`src/design/gds_pkg.sv`:
```
// Shared constants and types of the gate driver fault supervisor
package gds_pkg;
  // Serial frame layout: rw flag, address, data
  localparam logic [4:0] GDS_FRAME_CNT = 5'h10;
  localparam logic [4:0] GDS_HDR_CNT = 5'h05;
  // Register offsets
  localparam logic [3:0] GDS_ADDR_STATUS = 4'h1;
  localparam logic [3:0] GDS_ADDR_OC_STATUS = 4'h2;
  localparam logic [3:0] GDS_ADDR_TIMING = 4'h7;
  localparam logic [3:0] GDS_ADDR_CLEAR = 4'h9;
  localparam logic [3:0] GDS_ADDR_OC_CTRL = 4'hc;
  // Reset values
  localparam logic [10:0] GDS_TIMING_RST = 11'h000;
  localparam logic [10:0] GDS_CLEAR_RST = 11'h000;
  localparam logic [10:0] GDS_OC_CTRL_RST = 11'h000;
  // Field positions
  localparam int GDS_DEAD_LSB = 4;
  localparam int GDS_BLANK_LSB = 2;
  localparam int GDS_DEGL_LSB = 0;
  localparam int GDS_CLR_BIT = 1;
  localparam int GDS_THR_LSB = 3;
  localparam int GDS_MODE_LSB = 0;
  // Overcurrent response modes
  localparam logic [2:0] GDS_OC_LATCHED = 3'h0;
  localparam logic [2:0] GDS_OC_REPORT = 3'h1;
  localparam logic [2:0] GDS_OC_DISABLED = 3'h2;
  // Timing, clock period 10 ns
  localparam int GDS_CLK_NS = 10;
  localparam int GDS_HOLD_US = 56;
  localparam int GDS_HOLD_CYC = GDS_HOLD_US * 1000 / GDS_CLK_NS;
  localparam int GDS_DEAD_MIN_NS = 40;
  localparam logic [5:0] GDS_DEAD_STEP_CYC = 6'((GDS_DEAD_MIN_NS + GDS_CLK_NS - 1) / GDS_CLK_NS);
  // Blanking and deglitch in 10 ns cycles: 0, 1.75, 3.5 and 7 us
  localparam logic [9:0] GDS_BLANK_CYC_0 = 10'h000;
  localparam logic [9:0] GDS_BLANK_CYC_1 = 10'h0af;
  localparam logic [9:0] GDS_BLANK_CYC_2 = 10'h15e;
  localparam logic [9:0] GDS_BLANK_CYC_3 = 10'h2bc;
  localparam logic [9:0] GDS_DEGL_CYC_0 = 10'h000;
  localparam logic [9:0] GDS_DEGL_CYC_1 = 10'h0af;
  localparam logic [9:0] GDS_DEGL_CYC_2 = 10'h15e;
  localparam logic [9:0] GDS_DEGL_CYC_3 = 10'h2bc;
  // Fault indicator pin states
  typedef enum logic [3:0] {
    GDS_FI_IDLE = 4'b0001,
    GDS_FI_LOW = 4'b0010,
    GDS_FI_HIGH = 4'b0100,
    GDS_FI_FAULT = 4'b1000
  } gds_fi_state_t;
  // Supply-good states
  typedef enum logic [2:0] {
    GDS_SG_OK = 3'b001,
    GDS_SG_HOLD = 3'b010,
    GDS_SG_WAIT = 3'b100
  } gds_sg_state_t;
endpackage : gds_pkg

```
`src/design/gds_fet_channel.sv`:
```
// One MOSFET channel: dead time, blanking and overcurrent deglitch
module gds_fet_channel
  import gds_pkg::*;
#(
  parameter int CNT_W = 10
) (
  input wire logic ref_clk,
  input wire logic reset_n,
  input wire logic ce,
  input wire logic cmd_on,
  input wire logic partner_clear,
  input wire logic shutdown,
  input wire logic vds_trip,
  input wire logic [5:0] dead_cycles,
  input wire logic [CNT_W-1:0] blank_cycles,
  input wire logic [CNT_W-1:0] deglitch_cycles,
  output logic gate_on,
  output logic ocp_trip
);
  logic cmd_d;
  logic [5:0] dead_cnt;
  logic [CNT_W-1:0] blank_cnt;
  logic [CNT_W-1:0] degl_cnt;
  logic monitor;

  // Command edge, used to start blanking
  always_ff @(posedge ref_clk) begin
    if (!reset_n) begin
      cmd_d <= 1'b0;
    end else if (ce) begin
      cmd_d <= cmd_on;
    end
  end

  // Enable only after partner is below cutoff plus the digital dead time
  always_ff @(posedge ref_clk) begin
    if (!reset_n) begin
      dead_cnt <= 6'h00;
      gate_on <= 1'b0;
    end else if (ce) begin
      if (!cmd_on || shutdown) begin
        dead_cnt <= 6'h00;
        gate_on <= 1'b0;
      end else if (!gate_on) begin
        if (!partner_clear) begin
          dead_cnt <= 6'h00;
        end else if (dead_cnt >= dead_cycles) begin
          gate_on <= 1'b1;
        end else begin
          dead_cnt <= dead_cnt + 6'h01;
        end
      end
    end
  end

  // Blanking starts at the command, so it overlaps the dead time
  always_ff @(posedge ref_clk) begin
    if (!reset_n) begin
      blank_cnt <= '0;
    end else if (ce) begin
      if (cmd_on && !cmd_d) begin
        blank_cnt <= blank_cycles;
      end else if (blank_cnt != '0) begin
        blank_cnt <= blank_cnt - 1'b1;
      end
    end
  end

  assign monitor = gate_on && (blank_cnt == '0) && vds_trip;

  // Trip must persist through the deglitch window
  always_ff @(posedge ref_clk) begin
    if (!reset_n) begin
      degl_cnt <= '0;
      ocp_trip <= 1'b0;
    end else if (ce) begin
      if (!monitor) begin
        degl_cnt <= '0;
        ocp_trip <= 1'b0;
      end else if (degl_cnt >= deglitch_cycles) begin
        ocp_trip <= 1'b1;
      end else begin
        degl_cnt <= degl_cnt + 1'b1;
      end
    end
  end
endmodule : gds_fet_channel

```
`src/design/gds_supervisor.sv`:
```
// Fault and warning supervisor with serial register access
//
// Contract
// - Pending warning toggles fault pin: 56 us low, 56 us released.
// - Reading the status register holding the warning stops its pulses.
// - Warning status bit stays set while condition persists, clears on the first status read after it passed.
// - Acknowledged warning pulses again only after its condition clears and recurs.
// - Warnings only report; they never touch gate outputs.
// - Fault holds fault pin low and sets the summary fault bit at 0x1.
// - Fault also sets the bit naming the specific error type.
// - Fault is latched and turns all gate outputs off until recovery.
// - Fault during a warning wins: pin latched low, gates shut down.
// - Clear bit returns to zero once faults are reset and pin released.
// - Thermal flags never touch the fault pin; status follows them live.
// - Watchdog and regulator undervoltage are signalled on supply good.
// - Regulator leaving its window drives supply good low for 56 us.
// - After 56 us, supply good stays low until regulator recovers.
// - Digital dead time from 0x7 D6-D4, at least 40 ns, after handshake.
// - Opposite MOSFET enabled only after turning-off one is below cutoff.
// - Overcurrent threshold from 0xC D7-D3, writable while running.
// - Comparators ignored for blanking time from 0x7 D3-D2 after turn-on.
// - Trip counts only if it lasts the deglitch time from 0x7 D1-D0.
// - Overcurrent response mode selected by 0xC D2-D0.
// - Dead time and blanking run together from the switching command.
// - Latched mode: gates off, pin latched, tripping MOSFET recorded.
// - Report mode: flag on pin and status, gates keep running.
// - Disabled mode: overcurrent neither acted on nor reported.
module gds_supervisor
  import gds_pkg::*;
#(
  parameter int HOLD_CYCLES = GDS_HOLD_CYC,
  parameter int NUM_WARN = 4,
  parameter int NUM_FAULT = 4
) (
  input wire logic ref_clk,
  input wire logic reset_n,
  input wire logic ce,
  input wire logic spi_sclk,
  input wire logic spi_cs_n,
  input wire logic spi_mosi,
  output logic spi_sdo,
  output logic spi_sdo_oe,
  input wire logic gate_enable,
  input wire logic [5:0] gate_cmd,
  input wire logic [5:0] vgs_below_cutoff,
  input wire logic [5:0] vds_trip,
  input wire logic [NUM_WARN-1:0] warn_cond,
  input wire logic [NUM_FAULT-1:0] fault_cond,
  input wire logic [3:0] thermal_flag,
  input wire logic regulator_undervolt,
  input wire logic watchdog_fault,
  output logic [5:0] gate_out,
  output logic fault_indicator_n_o,
  output logic fault_indicator_n_oe,
  output logic supply_good_out,
  output logic [4:0] overcurrent_threshold_sel
);
  localparam int SW = 3 + 1 + 18 + NUM_WARN + NUM_FAULT + 4 + 2;
  localparam logic [SW-1:0] SYNC_RST = {1'b0, 1'b1, {(SW - 2){1'b0}}};
  localparam int TW = $clog2(HOLD_CYCLES + 1);
  localparam int NW = NUM_WARN + 1;

  logic [SW-1:0] sync1, sync2;
  logic sclk_s, cs_n_s, mosi_s, gate_en_s, reg_uv_s, wd_s;
  logic [5:0] cmd_s, vgs_s, vds_s;
  logic [NUM_WARN-1:0] warn_s;
  logic [NUM_FAULT-1:0] fault_s;
  logic [3:0] therm_s;
  logic sclk_q, cs_n_q, gate_en_q, reg_uv_q, wd_q;

  // Pins come from outside the clock domain: two flip-flops first
  always_ff @(posedge ref_clk) begin
    if (!reset_n) begin
      sync1 <= SYNC_RST;
      sync2 <= SYNC_RST;
    end else if (ce) begin
      sync1 <= {spi_sclk, spi_cs_n, spi_mosi, gate_enable, gate_cmd, vgs_below_cutoff,
                vds_trip, warn_cond, fault_cond, thermal_flag, regulator_undervolt,
                watchdog_fault};
      sync2 <= sync1;
    end
  end
  assign {sclk_s, cs_n_s, mosi_s, gate_en_s, cmd_s, vgs_s, vds_s, warn_s, fault_s, therm_s,
          reg_uv_s, wd_s} = sync2;

  // Previous synced values for edge detection
  always_ff @(posedge ref_clk) begin
    if (!reset_n) begin
      sclk_q <= 1'b0;
      cs_n_q <= 1'b1;
      gate_en_q <= 1'b0;
      reg_uv_q <= 1'b0;
      wd_q <= 1'b0;
    end else if (ce) begin
      sclk_q <= sclk_s;
      cs_n_q <= cs_n_s;
      gate_en_q <= gate_en_s;
      reg_uv_q <= reg_uv_s;
      wd_q <= wd_s;
    end
  end

  // ---- Serial slave: mode 1, rw + 4-bit address + 11 data bits
  logic [15:0] sh_in;
  logic [4:0] bit_cnt;
  logic [10:0] sh_out;
  logic [10:0] rd_mux;
  logic [3:0] hdr_addr;
  logic sclk_fall, sclk_rise, frame_end, wr_stb, rd_stb;
  logic [10:0] timing_reg, clear_reg, oc_ctrl_reg, status_reg, oc_status_reg;

  assign sclk_fall = sclk_q && !sclk_s && !cs_n_s;
  assign sclk_rise = !sclk_q && sclk_s && !cs_n_s;
  assign frame_end = !cs_n_q && cs_n_s && (bit_cnt == GDS_FRAME_CNT);
  assign wr_stb = frame_end && !sh_in[15];
  assign rd_stb = frame_end && sh_in[15];
  assign hdr_addr = {sh_in[2:0], mosi_s};

  // Shift in on falling edges; capture read data once header is in
  always_ff @(posedge ref_clk) begin
    if (!reset_n) begin
      sh_in <= 16'h0000;
      bit_cnt <= 5'h00;
      sh_out <= 11'h000;
    end else if (ce) begin
      if (cs_n_s) begin
        bit_cnt <= 5'h00;
      end else if (sclk_fall && bit_cnt != GDS_FRAME_CNT) begin
        sh_in <= {sh_in[14:0], mosi_s};
        bit_cnt <= bit_cnt + 5'h01;
        if (bit_cnt == GDS_HDR_CNT - 5'h01) begin
          sh_out <= sh_in[3] ? rd_mux : 11'h000;
        end
      end else if (sclk_rise && bit_cnt >= GDS_HDR_CNT) begin
        sh_out <= {sh_out[9:0], 1'b0};
      end
    end
  end

  // Data out changes on rising edges, master samples on falling
  always_ff @(posedge ref_clk) begin
    if (!reset_n) begin
      spi_sdo <= 1'b0;
      spi_sdo_oe <= 1'b0;
    end else if (ce) begin
      spi_sdo_oe <= !cs_n_s;
      if (sclk_rise && bit_cnt >= GDS_HDR_CNT) begin
        spi_sdo <= sh_out[10];
      end else if (cs_n_s) begin
        spi_sdo <= 1'b0;
      end
    end
  end

  // Read multiplexer, unmapped addresses read zero
  always_comb begin
    case (hdr_addr)
      GDS_ADDR_STATUS: rd_mux = status_reg;
      GDS_ADDR_OC_STATUS: rd_mux = oc_status_reg;
      GDS_ADDR_TIMING: rd_mux = timing_reg;
      GDS_ADDR_CLEAR: rd_mux = clear_reg;
      GDS_ADDR_OC_CTRL: rd_mux = oc_ctrl_reg;
      default: rd_mux = 11'h000;
    endcase
  end

  // Control registers; threshold and mode may change while running
  always_ff @(posedge ref_clk) begin
    if (!reset_n) begin
      timing_reg <= GDS_TIMING_RST;
      oc_ctrl_reg <= GDS_OC_CTRL_RST;
    end else if (ce && wr_stb) begin
      if (sh_in[14:11] == GDS_ADDR_TIMING) begin
        timing_reg <= sh_in[10:0];
      end
      if (sh_in[14:11] == GDS_ADDR_OC_CTRL) begin
        oc_ctrl_reg <= sh_in[10:0];
      end
    end
  end

  // Threshold select is registered once, then drives the analog comparators
  always_ff @(posedge ref_clk) begin
    if (!reset_n) begin
      overcurrent_threshold_sel <= GDS_OC_CTRL_RST[GDS_THR_LSB +: 5];
    end else if (ce) begin
      overcurrent_threshold_sel <= oc_ctrl_reg[GDS_THR_LSB +: 5];
    end
  end

  // ---- Timing selections
  logic [2:0] oc_mode;
  logic [5:0] dead_cycles;
  logic [9:0] blank_cycles, degl_cycles;
  assign oc_mode = oc_ctrl_reg[GDS_MODE_LSB +: 3];
  assign dead_cycles = 6'(GDS_DEAD_STEP_CYC * ({3'h0, timing_reg[GDS_DEAD_LSB +: 3]} + 6'h01));

  always_comb begin
    case (timing_reg[GDS_BLANK_LSB +: 2])
      2'h0: blank_cycles = GDS_BLANK_CYC_0;
      2'h1: blank_cycles = GDS_BLANK_CYC_1;
      2'h2: blank_cycles = GDS_BLANK_CYC_2;
      default: blank_cycles = GDS_BLANK_CYC_3;
    endcase
    case (timing_reg[GDS_DEGL_LSB +: 2])
      2'h0: degl_cycles = GDS_DEGL_CYC_0;
      2'h1: degl_cycles = GDS_DEGL_CYC_1;
      2'h2: degl_cycles = GDS_DEGL_CYC_2;
      default: degl_cycles = GDS_DEGL_CYC_3;
    endcase
  end

  // ---- Gate channels, high sides 0..2 paired with low sides 3..5
  logic [5:0] gate_on, ocp_trip;
  logic fault_lat;
  logic oc_latched, oc_report;
  assign oc_latched = (oc_mode == GDS_OC_LATCHED);
  assign oc_report = (oc_mode == GDS_OC_REPORT);

  for (genvar i = 0; i < 6; i++) begin : g_fet
    localparam int P = (i < 3) ? i + 3 : i - 3;
    gds_fet_channel #(.CNT_W(10)) u_chan (
      .ref_clk(ref_clk),
      .reset_n(reset_n),
      .ce(ce),
      .cmd_on(cmd_s[i] && !cmd_s[P]),
      .partner_clear(!gate_on[P] && vgs_s[P]),
      .shutdown(fault_lat || !gate_en_s),
      .vds_trip(vds_s[i]),
      .dead_cycles(dead_cycles),
      .blank_cycles(blank_cycles),
      .deglitch_cycles(degl_cycles),
      .gate_on(gate_on[i]),
      .ocp_trip(ocp_trip[i])
    );
  end

  // ---- Fault latch and recovery
  logic fault_now, clear_req, clear_ok, clear_do;
  logic [NUM_FAULT-1:0] fault_type;
  logic wd_type;
  logic [5:0] oc_stat;
  logic [5:0] ocp_q;
  assign fault_now = (|fault_s) || wd_s || (oc_latched && (|ocp_trip));
  assign clear_req = clear_reg[GDS_CLR_BIT] || (gate_en_s && !gate_en_q);
  assign clear_ok = !fault_now;
  assign clear_do = clear_req && clear_ok;

  // Set wins over clear, so a fault arriving during recovery stays
  always_ff @(posedge ref_clk) begin
    if (!reset_n) begin
      fault_lat <= 1'b0;
      fault_type <= '0;
      wd_type <= 1'b0;
    end else if (ce) begin
      fault_lat <= fault_now || (fault_lat && !clear_do);
      fault_type <= fault_s | (fault_type & {NUM_FAULT{!clear_do}});
      wd_type <= wd_s || (wd_type && !clear_do);
    end
  end

  // Gate outputs forced off at once on any fault; warnings never reach here
  always_ff @(posedge ref_clk) begin
    if (!reset_n) begin
      gate_out <= 6'h00;
    end else if (ce) begin
      gate_out <= (fault_lat || fault_now || !gate_en_s) ? 6'h00 : gate_on;
    end
  end

  // Per-MOSFET overcurrent record; disabled mode records nothing
  always_ff @(posedge ref_clk) begin
    if (!reset_n) begin
      oc_stat <= 6'h00;
      ocp_q <= 6'h00;
    end else if (ce) begin
      ocp_q <= ocp_trip;
      if (!oc_latched && !oc_report) begin
        oc_stat <= 6'h00;
      end else if (rd_stb && sh_in[14:11] == GDS_ADDR_OC_STATUS && !oc_latched) begin
        oc_stat <= ocp_trip;
      end else begin
        oc_stat <= ocp_trip | (oc_stat & {6{!clear_do}});
      end
    end
  end

  // Clear bit: written by software, drops itself once faults are gone
  always_ff @(posedge ref_clk) begin
    if (!reset_n) begin
      clear_reg <= GDS_CLEAR_RST;
    end else if (ce) begin
      if (wr_stb && sh_in[14:11] == GDS_ADDR_CLEAR) begin
        clear_reg <= sh_in[10:0];
      end else if (clear_reg[GDS_CLR_BIT] && !fault_lat && !fault_indicator_n_oe) begin
        clear_reg[GDS_CLR_BIT] <= 1'b0;
      end
    end
  end

  // ---- Warnings: latched reporting, read acknowledges the pin pulses
  logic [NW-1:0] warn_src, warn_prev, warn_pend, warn_stat, warn_ack;
  assign warn_src = {oc_report && (|(ocp_trip & ~ocp_q)) || (oc_report && (|ocp_trip)), warn_s};
  assign warn_ack = {rd_stb && sh_in[14:11] == GDS_ADDR_OC_STATUS,
                     {NUM_WARN{rd_stb && sh_in[14:11] == GDS_ADDR_STATUS}}};

  always_ff @(posedge ref_clk) begin
    if (!reset_n) begin
      warn_prev <= '0;
      warn_pend <= '0;
      warn_stat <= '0;
    end else if (ce) begin
      warn_prev <= warn_src;
      // New occurrence only on a fresh rise, so an acknowledged one stays quiet
      warn_pend <= (warn_src & ~warn_prev) | (warn_pend & ~warn_ack);
      // Status holds while the condition lasts, drops at the first read after it passed
      warn_stat <= warn_src | (warn_stat & ~(warn_ack & ~warn_src));
    end
  end

  // Status words; thermal flags are live and never drive the pin
  assign status_reg = {fault_lat, wd_type, reg_uv_s, therm_s, warn_stat[NUM_WARN-1:0]};
  assign oc_status_reg = {1'b0, fault_type, oc_stat};

  // ---- Fault indicator pin: fault beats warning pulses
  gds_fi_state_t fi_state, next_fi_state;
  logic [TW-1:0] fi_cnt;
  logic fi_done;
  assign fi_done = (fi_cnt == TW'(HOLD_CYCLES - 1));

  always_comb begin
    next_fi_state = fi_state;
    case (fi_state)
      GDS_FI_IDLE: if (|warn_pend) next_fi_state = GDS_FI_LOW;
      GDS_FI_LOW: if (fi_done) next_fi_state = GDS_FI_HIGH;
      GDS_FI_HIGH: begin
        if (!(|warn_pend)) begin
          next_fi_state = GDS_FI_IDLE;
        end else if (fi_done) begin
          next_fi_state = GDS_FI_LOW;
        end
      end
      GDS_FI_FAULT: if (!fault_lat) next_fi_state = GDS_FI_IDLE;
      default: next_fi_state = GDS_FI_IDLE;
    endcase
    if (fault_lat) begin
      next_fi_state = GDS_FI_FAULT;
    end
  end

  // Interval timer restarts at each state change
  always_ff @(posedge ref_clk) begin
    if (!reset_n) begin
      fi_state <= GDS_FI_IDLE;
      fi_cnt <= '0;
      fault_indicator_n_o <= 1'b0;
      fault_indicator_n_oe <= 1'b0;
    end else if (ce) begin
      fi_state <= next_fi_state;
      fi_cnt <= (next_fi_state != fi_state) ? '0 : fi_cnt + 1'b1;
      fault_indicator_n_o <= 1'b0;
      fault_indicator_n_oe <= (next_fi_state == GDS_FI_LOW) ||
                              (next_fi_state == GDS_FI_FAULT);
    end
  end

  // ---- Supply good: 56 us low, then held until regulator recovers
  gds_sg_state_t sg_state, next_sg_state;
  logic [TW-1:0] sg_cnt;
  logic sg_trig;
  assign sg_trig = (reg_uv_s && !reg_uv_q) || (wd_s && !wd_q);

  always_comb begin
    next_sg_state = sg_state;
    case (sg_state)
      GDS_SG_OK: if (sg_trig) next_sg_state = GDS_SG_HOLD;
      GDS_SG_HOLD: if (sg_cnt == TW'(HOLD_CYCLES - 1)) next_sg_state = GDS_SG_WAIT;
      GDS_SG_WAIT: if (!reg_uv_s && !wd_s) next_sg_state = GDS_SG_OK;
      default: next_sg_state = GDS_SG_OK;
    endcase
  end

  always_ff @(posedge ref_clk) begin
    if (!reset_n) begin
      sg_state <= GDS_SG_OK;
      sg_cnt <= '0;
      supply_good_out <= 1'b1;
    end else if (ce) begin
      sg_state <= next_sg_state;
      sg_cnt <= (next_sg_state != sg_state) ? '0 : sg_cnt + 1'b1;
      supply_good_out <= (next_sg_state == GDS_SG_OK);
    end
  end
endmodule : gds_supervisor

```
`config.mk`:
```
export PLATFORM = sky130hd
export DESIGN_NAME = gds_supervisor
export DESIGN_NICKNAME = d
export VERILOG_FILES = /design/src/design/gds_pkg.sv /design/src/design/gds_fet_channel.sv /design/src/design/gds_supervisor.sv
export SDC_FILE = /design/constraint.sdc
export NUM_CORES = 1
export LEC_CHECK = 0
export BUFFER_PORTS_ARGS = -buffer_cell sky130_fd_sc_hd__buf_2
export CAP_MARGIN = 20
export CORE_ASPECT_RATIO = 0.5
export CORE_MARGIN = 10
export CORE_UTILIZATION = 48
export CTS_BUF_LIST = sky130_fd_sc_hd__clkbuf_4 sky130_fd_sc_hd__clkbuf_8
export DETAILED_ROUTE_END_ITERATION = 12
export PLACE_DENSITY_LB_ADDON = 0.1
export SLEW_MARGIN = 25
export SYNTH_ARGS = -nofsm -noshare
export SYNTH_HDL_FRONTEND = slang
export SYNTH_SLANG_ARGS = --single-unit
```
`constraint.sdc`:
```
create_clock -name ref_clk -period 3 [get_ports ref_clk]
set_input_delay 0.15 -clock ref_clk [delete_from_list [all_inputs] [get_ports ref_clk]]
set_output_delay 0.15 -clock ref_clk [all_outputs]
set_load 0.05 [all_outputs]
```
Yosys cells after proc, flatten, opt, wreduce, memory -nomap -nowiden
Index checks and enable logic that the tools add are counted.
- flip-flop bits (word level): 397
- output and inout port bits: 16
- input port bits: 39
- word-level logic and storage cells: 465
- reduce and logical (&&, ||, !) cells: 177
- magnitude comparators: 13
- multiplexer cells: 112
- $add $sub $neg: 22
- eq/ne operators: 56
- bitwise gates (word level): 17
- operators by type and width (cell ; count):
    10-bit two-way mux ; 24
    6-bit two-way mux ; 27
    10-bit by 1-bit adder with 10-bit output, second input constant ; 6
    10-bit >= comparator ; 6
    10-bit zero test ; 6
    10-bit case mux with 3 select lines ; 2
    10-bit nonzero test ; 6
    10-bit by 1-bit subtractor with 10-bit output, second input constant ; 6
    1-bit logical AND ; 58
    11-bit case mux with 5 select lines ; 1
    2-bit AND reduction ; 24
    11-bit two-way mux ; 4
    1-bit zero test ; 41
    1-bit two-way mux ; 40
    6-bit by 1-bit adder with 6-bit output, second input constant ; 6
    6-bit >= comparator ; 6
    2-bit != test, second input constant ; 18
    13-bit by 1-bit adder with 13-bit output, second input constant ; 2
    13-bit == test, second input constant ; 2
    13-bit two-way mux ; 2
    3-bit AND reduction ; 7
    5-bit bitwise AND ; 4
    4-bit == test, second input constant ; 5
    4-bit two-way mux ; 5
    other kinds (38) ; 89

Longest topological paths before layout
- depth in word-level cells: 10
- mapped depth: 11
- depth with buffers taken out: 10

Hierarchy
From an unflattened synthesis, not the netlist that was laid out.
- cell total of the unflattened synthesis: 2606
- area, all modules: 21264.1 um^2
- by module, submodules not included (module ; times used ; cells each ; area each (um^2)):
    gds_fet_channel (g_fet[0].u_chan ...) ; 5 ; 268 ; 2020.7
    gds_supervisor ; 1 ; 1010 ; 9197.6
    gds_fet_channel (g_fet[3].u_chan) ; 1 ; 256 ; 1963.1

Least setup slack after synthesis
Ideal clock, no wire load.
- path kind: flip-flop to flip-flop
- start: register timing_reg[1]
- end: register g_fet[4].u_chan.degl_cnt[8]
- clock period less this slack: 3.197 ns
- path buffers: 1
- setup slack: -0.197 ns
- library setup time: 0.073 ns
- data required time: 2.927 ns
- cell stages (with the launch flop): 11
- arrival: 3.124 ns
- cell sequence: dfxtp_1 > inv_1 > ha_1 > nor2_1 > ha_1 > a2111o_1 > a211oi_1 > o21ai_0 > clkbuf_1 > or3_1 > a21oi_1
- cells in the longest elaborated chain, start to end: 5
- RTL lines (element ; line ; RTL):
    start: declaration ; gds_supervisor.sv:110 ; logic [10:0] timing_reg, clear_reg, oc_ctrl_reg, status_reg, oc_status_reg;
    start signal: assignment ; gds_supervisor.sv:174 ; timing_reg <= sh_in[10:0];
    2-bit == test, or another cell as far along ; gds_supervisor.sv:205 ; case (timing_reg[GDS_DEGL_LSB +: 2])
    10-bit case mux with 3 select lines (*) ; gds_supervisor.sv:205 ;
    10-bit >= comparator (*) ; gds_fet_channel.sv:80 ; end else if (degl_cnt >= deglitch_cycles) begin
    2-bit != test (no source line) (*) ; -- ;
    2-bit AND reduction (no source line) (*) ; -- ;
    end signal: assignment ; gds_fet_channel.sv:83 ; degl_cnt <= degl_cnt + 1'b1;
    end: declaration ; gds_fet_channel.sv:23 ; logic [CNT_W-1:0] degl_cnt;
Every way passes the cells marked *; elsewhere a longest branch is shown, timed or not.
A chain may end at the register's enable or synchronous reset.

Worst setup path after layout
- start: register timing_reg[1]
- end: register g_fet[0].u_chan.degl_cnt[2]
- cells in the longest elaborated chain, start to end: 5
- RTL lines (element ; line):
    2-bit == test, or another cell as far along ; gds_supervisor.sv:205
    10-bit case mux with 3 select lines (*) ; gds_supervisor.sv:205
    10-bit >= comparator (*) ; gds_fet_channel.sv:80
    2-bit != test (no source line) (*) ; --
    2-bit AND reduction (no source line) (*) ; --
    end signal: assignment ; gds_fet_channel.sv:83
    end: declaration ; gds_fet_channel.sv:23
Marked as above.

==> flow_summary.json <==
{
  "yosysTopAreaCellShare_pct": 39.4,
  "grt_pass1_vias": 15700,
  "vias": 17100,
  "worstMarginPinSlew_ns": 0.933,
  "gr-max-usage-layer": "met2",
  "core_sq_mm": 0.0406,
  "row_count": 52,
  "drc": 0,
  "use_met1_pct": 28.5,
  "syn_to_final_growth_pct": 13.9,
  "reg2reg_slack_ns": 0.14,
  "hold_path.class": "primary input to register",
  "synth_area_leaders": "dfxtp_1 (39%), ha_1 (7.7%), mux2i_1 (6.5%)",
  "first_pass_iters": 8,
  "power_density_mw_per_mm2": 624,
  "die_h_um": 164,
  "async_flop_share_pct": 0,
  "io_buffer_count": 53,
  "grt_max_degree": 108,
  "viasPerCell": 5.65,
  "finalNonFillerCells": 3035,
  "insertion_delay_ns": 0.63,
  "htreeDepth": 2,
  "hold_viol": 0,
  "setup_viol": 0,
  "skew_ns": 0.0183,
  "use_met3_pct": 3.42,
  "startpoint_type": "register",
  "fmax_mhz": 349,
  "period_minus_slack_ns": 2.86,
  "die_x_um": 307,
  "hold_path_end": "sync1[3]",
  "reg2reg_from": "timing_reg[1]",
  "yosys.area.top_type": "dfxtp_1",
  "ioPinCount": 55,
  "holdPathStages": 4,
  "final_cell_mix": "dfxtp_1 (389), nor2_1 (302), nand2_1 (209), a21oi_1 (194), o21ai_0 (143)",
  "initial_core_util_pct": 48.8,
  "die-area_sq_mm": 0.0503,
  "path_clk_slew_ns": 0.07,
  "ys.flop_type": "dfxtp_1",
  "power_leakage_nw": 8.75,
  "cp_data_required_time_ns": 3.57,
  "fin_crit_sh_pct": 95.5,
  "antenna_found_initial": 0,
  "clk_path_buf_depth": 3,
  "peakVddDrop_mv": 0.451,
  "synth_nets": 2505,
  "syn_area_sq_mm": 0.0198,
  "routed_wirelength_um": 50100,
  "yosysWarnings": 0,
  "top_regs": "g_fet.u_chan.blank_cnt: 60 flops, g_fet.u_chan.degl_cnt: 60 flops",
  "end_kind": "register",
  "seq_area_frac_synth_pct": 39.4,
  "tritoncts": "done",
  "cts_made_buffers": 57,
  "wire_per_inst_um": 16.5,
  "antenna_cells": 0,
  "drtAntennaViolNets": 0,
  "grt_overflow": 0,
  "dp_cells": 2893,
  "critPathKind": "register to register",
  "hp-start": "thermal_flag[1]",
  "synth_enable_flop_cells": 0,
  "slew-limit-headroom_pct": 37.7,
  "r2r_end": "g_fet[0].u_chan.degl_cnt[2]",
  "grtUsageMet2_pct": 29.7,
  "cts_sinks": 390,
  "path_max_fanout": 10,
  "dp_hpwl_um": 34500,
  "drv_slew": 0,
  "track_usage_pct": 19.5,
  "final_layout_size_suffix_gt1_share_pct": 11.5,
  "maxCapViolCount": 0,
  "place.gp.congestion": 0.856,
  "synth.distinct_cells": 94,
  "clockRootBuffer": "clkbuf_8",
  "rr_worst_depth": 11,
  "status": "finished clean",
  "cp.arrival_ns": 3.43,
  "drtIter0Drc": 1159,
  "netlist_instances": 2344,
  "final_common_cell": "dfxtp_1",
  "fin_nets": 2611,
  "postSynthAreaPerCell_sq_um": 8.46,
  "final_util_pct": 55.6,
  "ys_ff_latch": 390,
  "grt_pass1_wl_um": 82300
}
stage by stage:
stage	hold slack (ns)	instance area (sq um)	TNS, ns	setup WS [ns]	power (mW)
final	0.297	22600	0	0.136	14.1
after global routing	0.286	22600	-0.0424	-0.0304	15.0
after CTS	0.243	22500	0	0.0319	14.2
after floorplan	0.278	19800	0	0.106	8.71
after detailed placement	0.390	20900	0	0.0557	9.43
after global placement	0.382	20900	0	0.104	9.41
worst max-delay path by stage:
| stage | startpoint | cells after the start | endpoint |
|---|---|---|---|
| floorplan | timing_reg[1] | 10 | g_fet[4].u_chan.degl_cnt[8] |
| global placement | timing_reg[0] | 11 | g_fet[3].u_chan.degl_cnt[5] |
| detailed placement | timing_reg[1] | 11 | g_fet[0].u_chan.degl_cnt[2] |
| CTS | timing_reg[1] | 11 | g_fet[0].u_chan.degl_cnt[2] |
| global route | timing_reg[1] | 11 | g_fet[0].u_chan.degl_cnt[2] |
| finish | timing_reg[1] | 11 | g_fet[0].u_chan.degl_cnt[2] |
worst max-delay path, cell delays in order, from the launching register on:
cell,delay [ns]
dfxtp_2,0.35
inv_1,0.08
ha_1,0.24
nor2_4,0.22
buf_6,0.18
ha_1,0.25
a2111o_1,0.46
a211oi_2,0.21
buf_4,0.15
nor2_1,0.12
or4_1,0.49
nand2_1,0.07
cells in the mapped netlist (21+ instances only):
cell type,instances
ha_1,122
inv_1,74
or3_1,36
and3_1,21
xnor2_1,28
a22oi_1,46
nor2_1,304
nand2b_1,26
nor3_1,52
xor2_1,23
o21ai_0,144
nand2_1,209
dfxtp_1,390
clkbuf_1,85
a21oi_1,195
nand3_1,66
mux2i_1,129
nand4_1,34
nor2b_1,27
area by class of cell:
class / instances / area [sq um]
Fill cell: 3795 / 18000
Multi-Input combinational cell: 1763 / 11300
Sequential cell: 390 / 7810
Timing Repair Buffer: 162 / 1210
Clock buffer: 94 / 1160
Tap cell: 540 / 676
Inverter: 76 / 293
Clock inverter: 10 / 87.6
per-layer routing:
layer | up-vias | share of wire, % | routed length [um]
met5 | - | 0 | 0
met3 | 58 | 5.3 | 2660
met1 | 8047 | 52 | 25800
met4 | 0 | 1.4 | 688
li1 | 8684 | - | -
met2 | 349 | 42 | 21000
logic make-up (layout without fill, tap and decap cells):
| family | count (synthesis) | in the layout | synth area share [%] |
|---|---|---|---|
| and+or+nand+nor | 866 | 866 | 21.2 |
| muxes | 131 | 131 | 6.63 |
| DFF | 390 | 390 | 39.4 |
| adders and majority gates | 122 | 122 | 7.70 |
| AOI/OAI and AO/OA | 592 | 592 | 19.1 |
| other | 1 | 1 | 0.0189 |
| xor gates and xnor gates | 51 | 51 | 2.25 |
| buffers and inverters | 191 | 342 | 3.77 |
report_power, final:
group	internal (mW)	total (mW)	leakage (nW)	switching (mW)
clock network	2.54	4.67	0.675	2.13
registers	5.60	6.01	3.17	0.412
logic	1.48	3.40	4.91	1.92
total	9.62	14.1	8.75	4.46
repair_timing:
action	CTS	global route
hold endpoints to repair	60	0
hold buffers	38	0
gates resized for setup	0	12
buffers inserted	0	0
endpoints found under the setup margin	0	41
(Power assumes the default switching activity.)
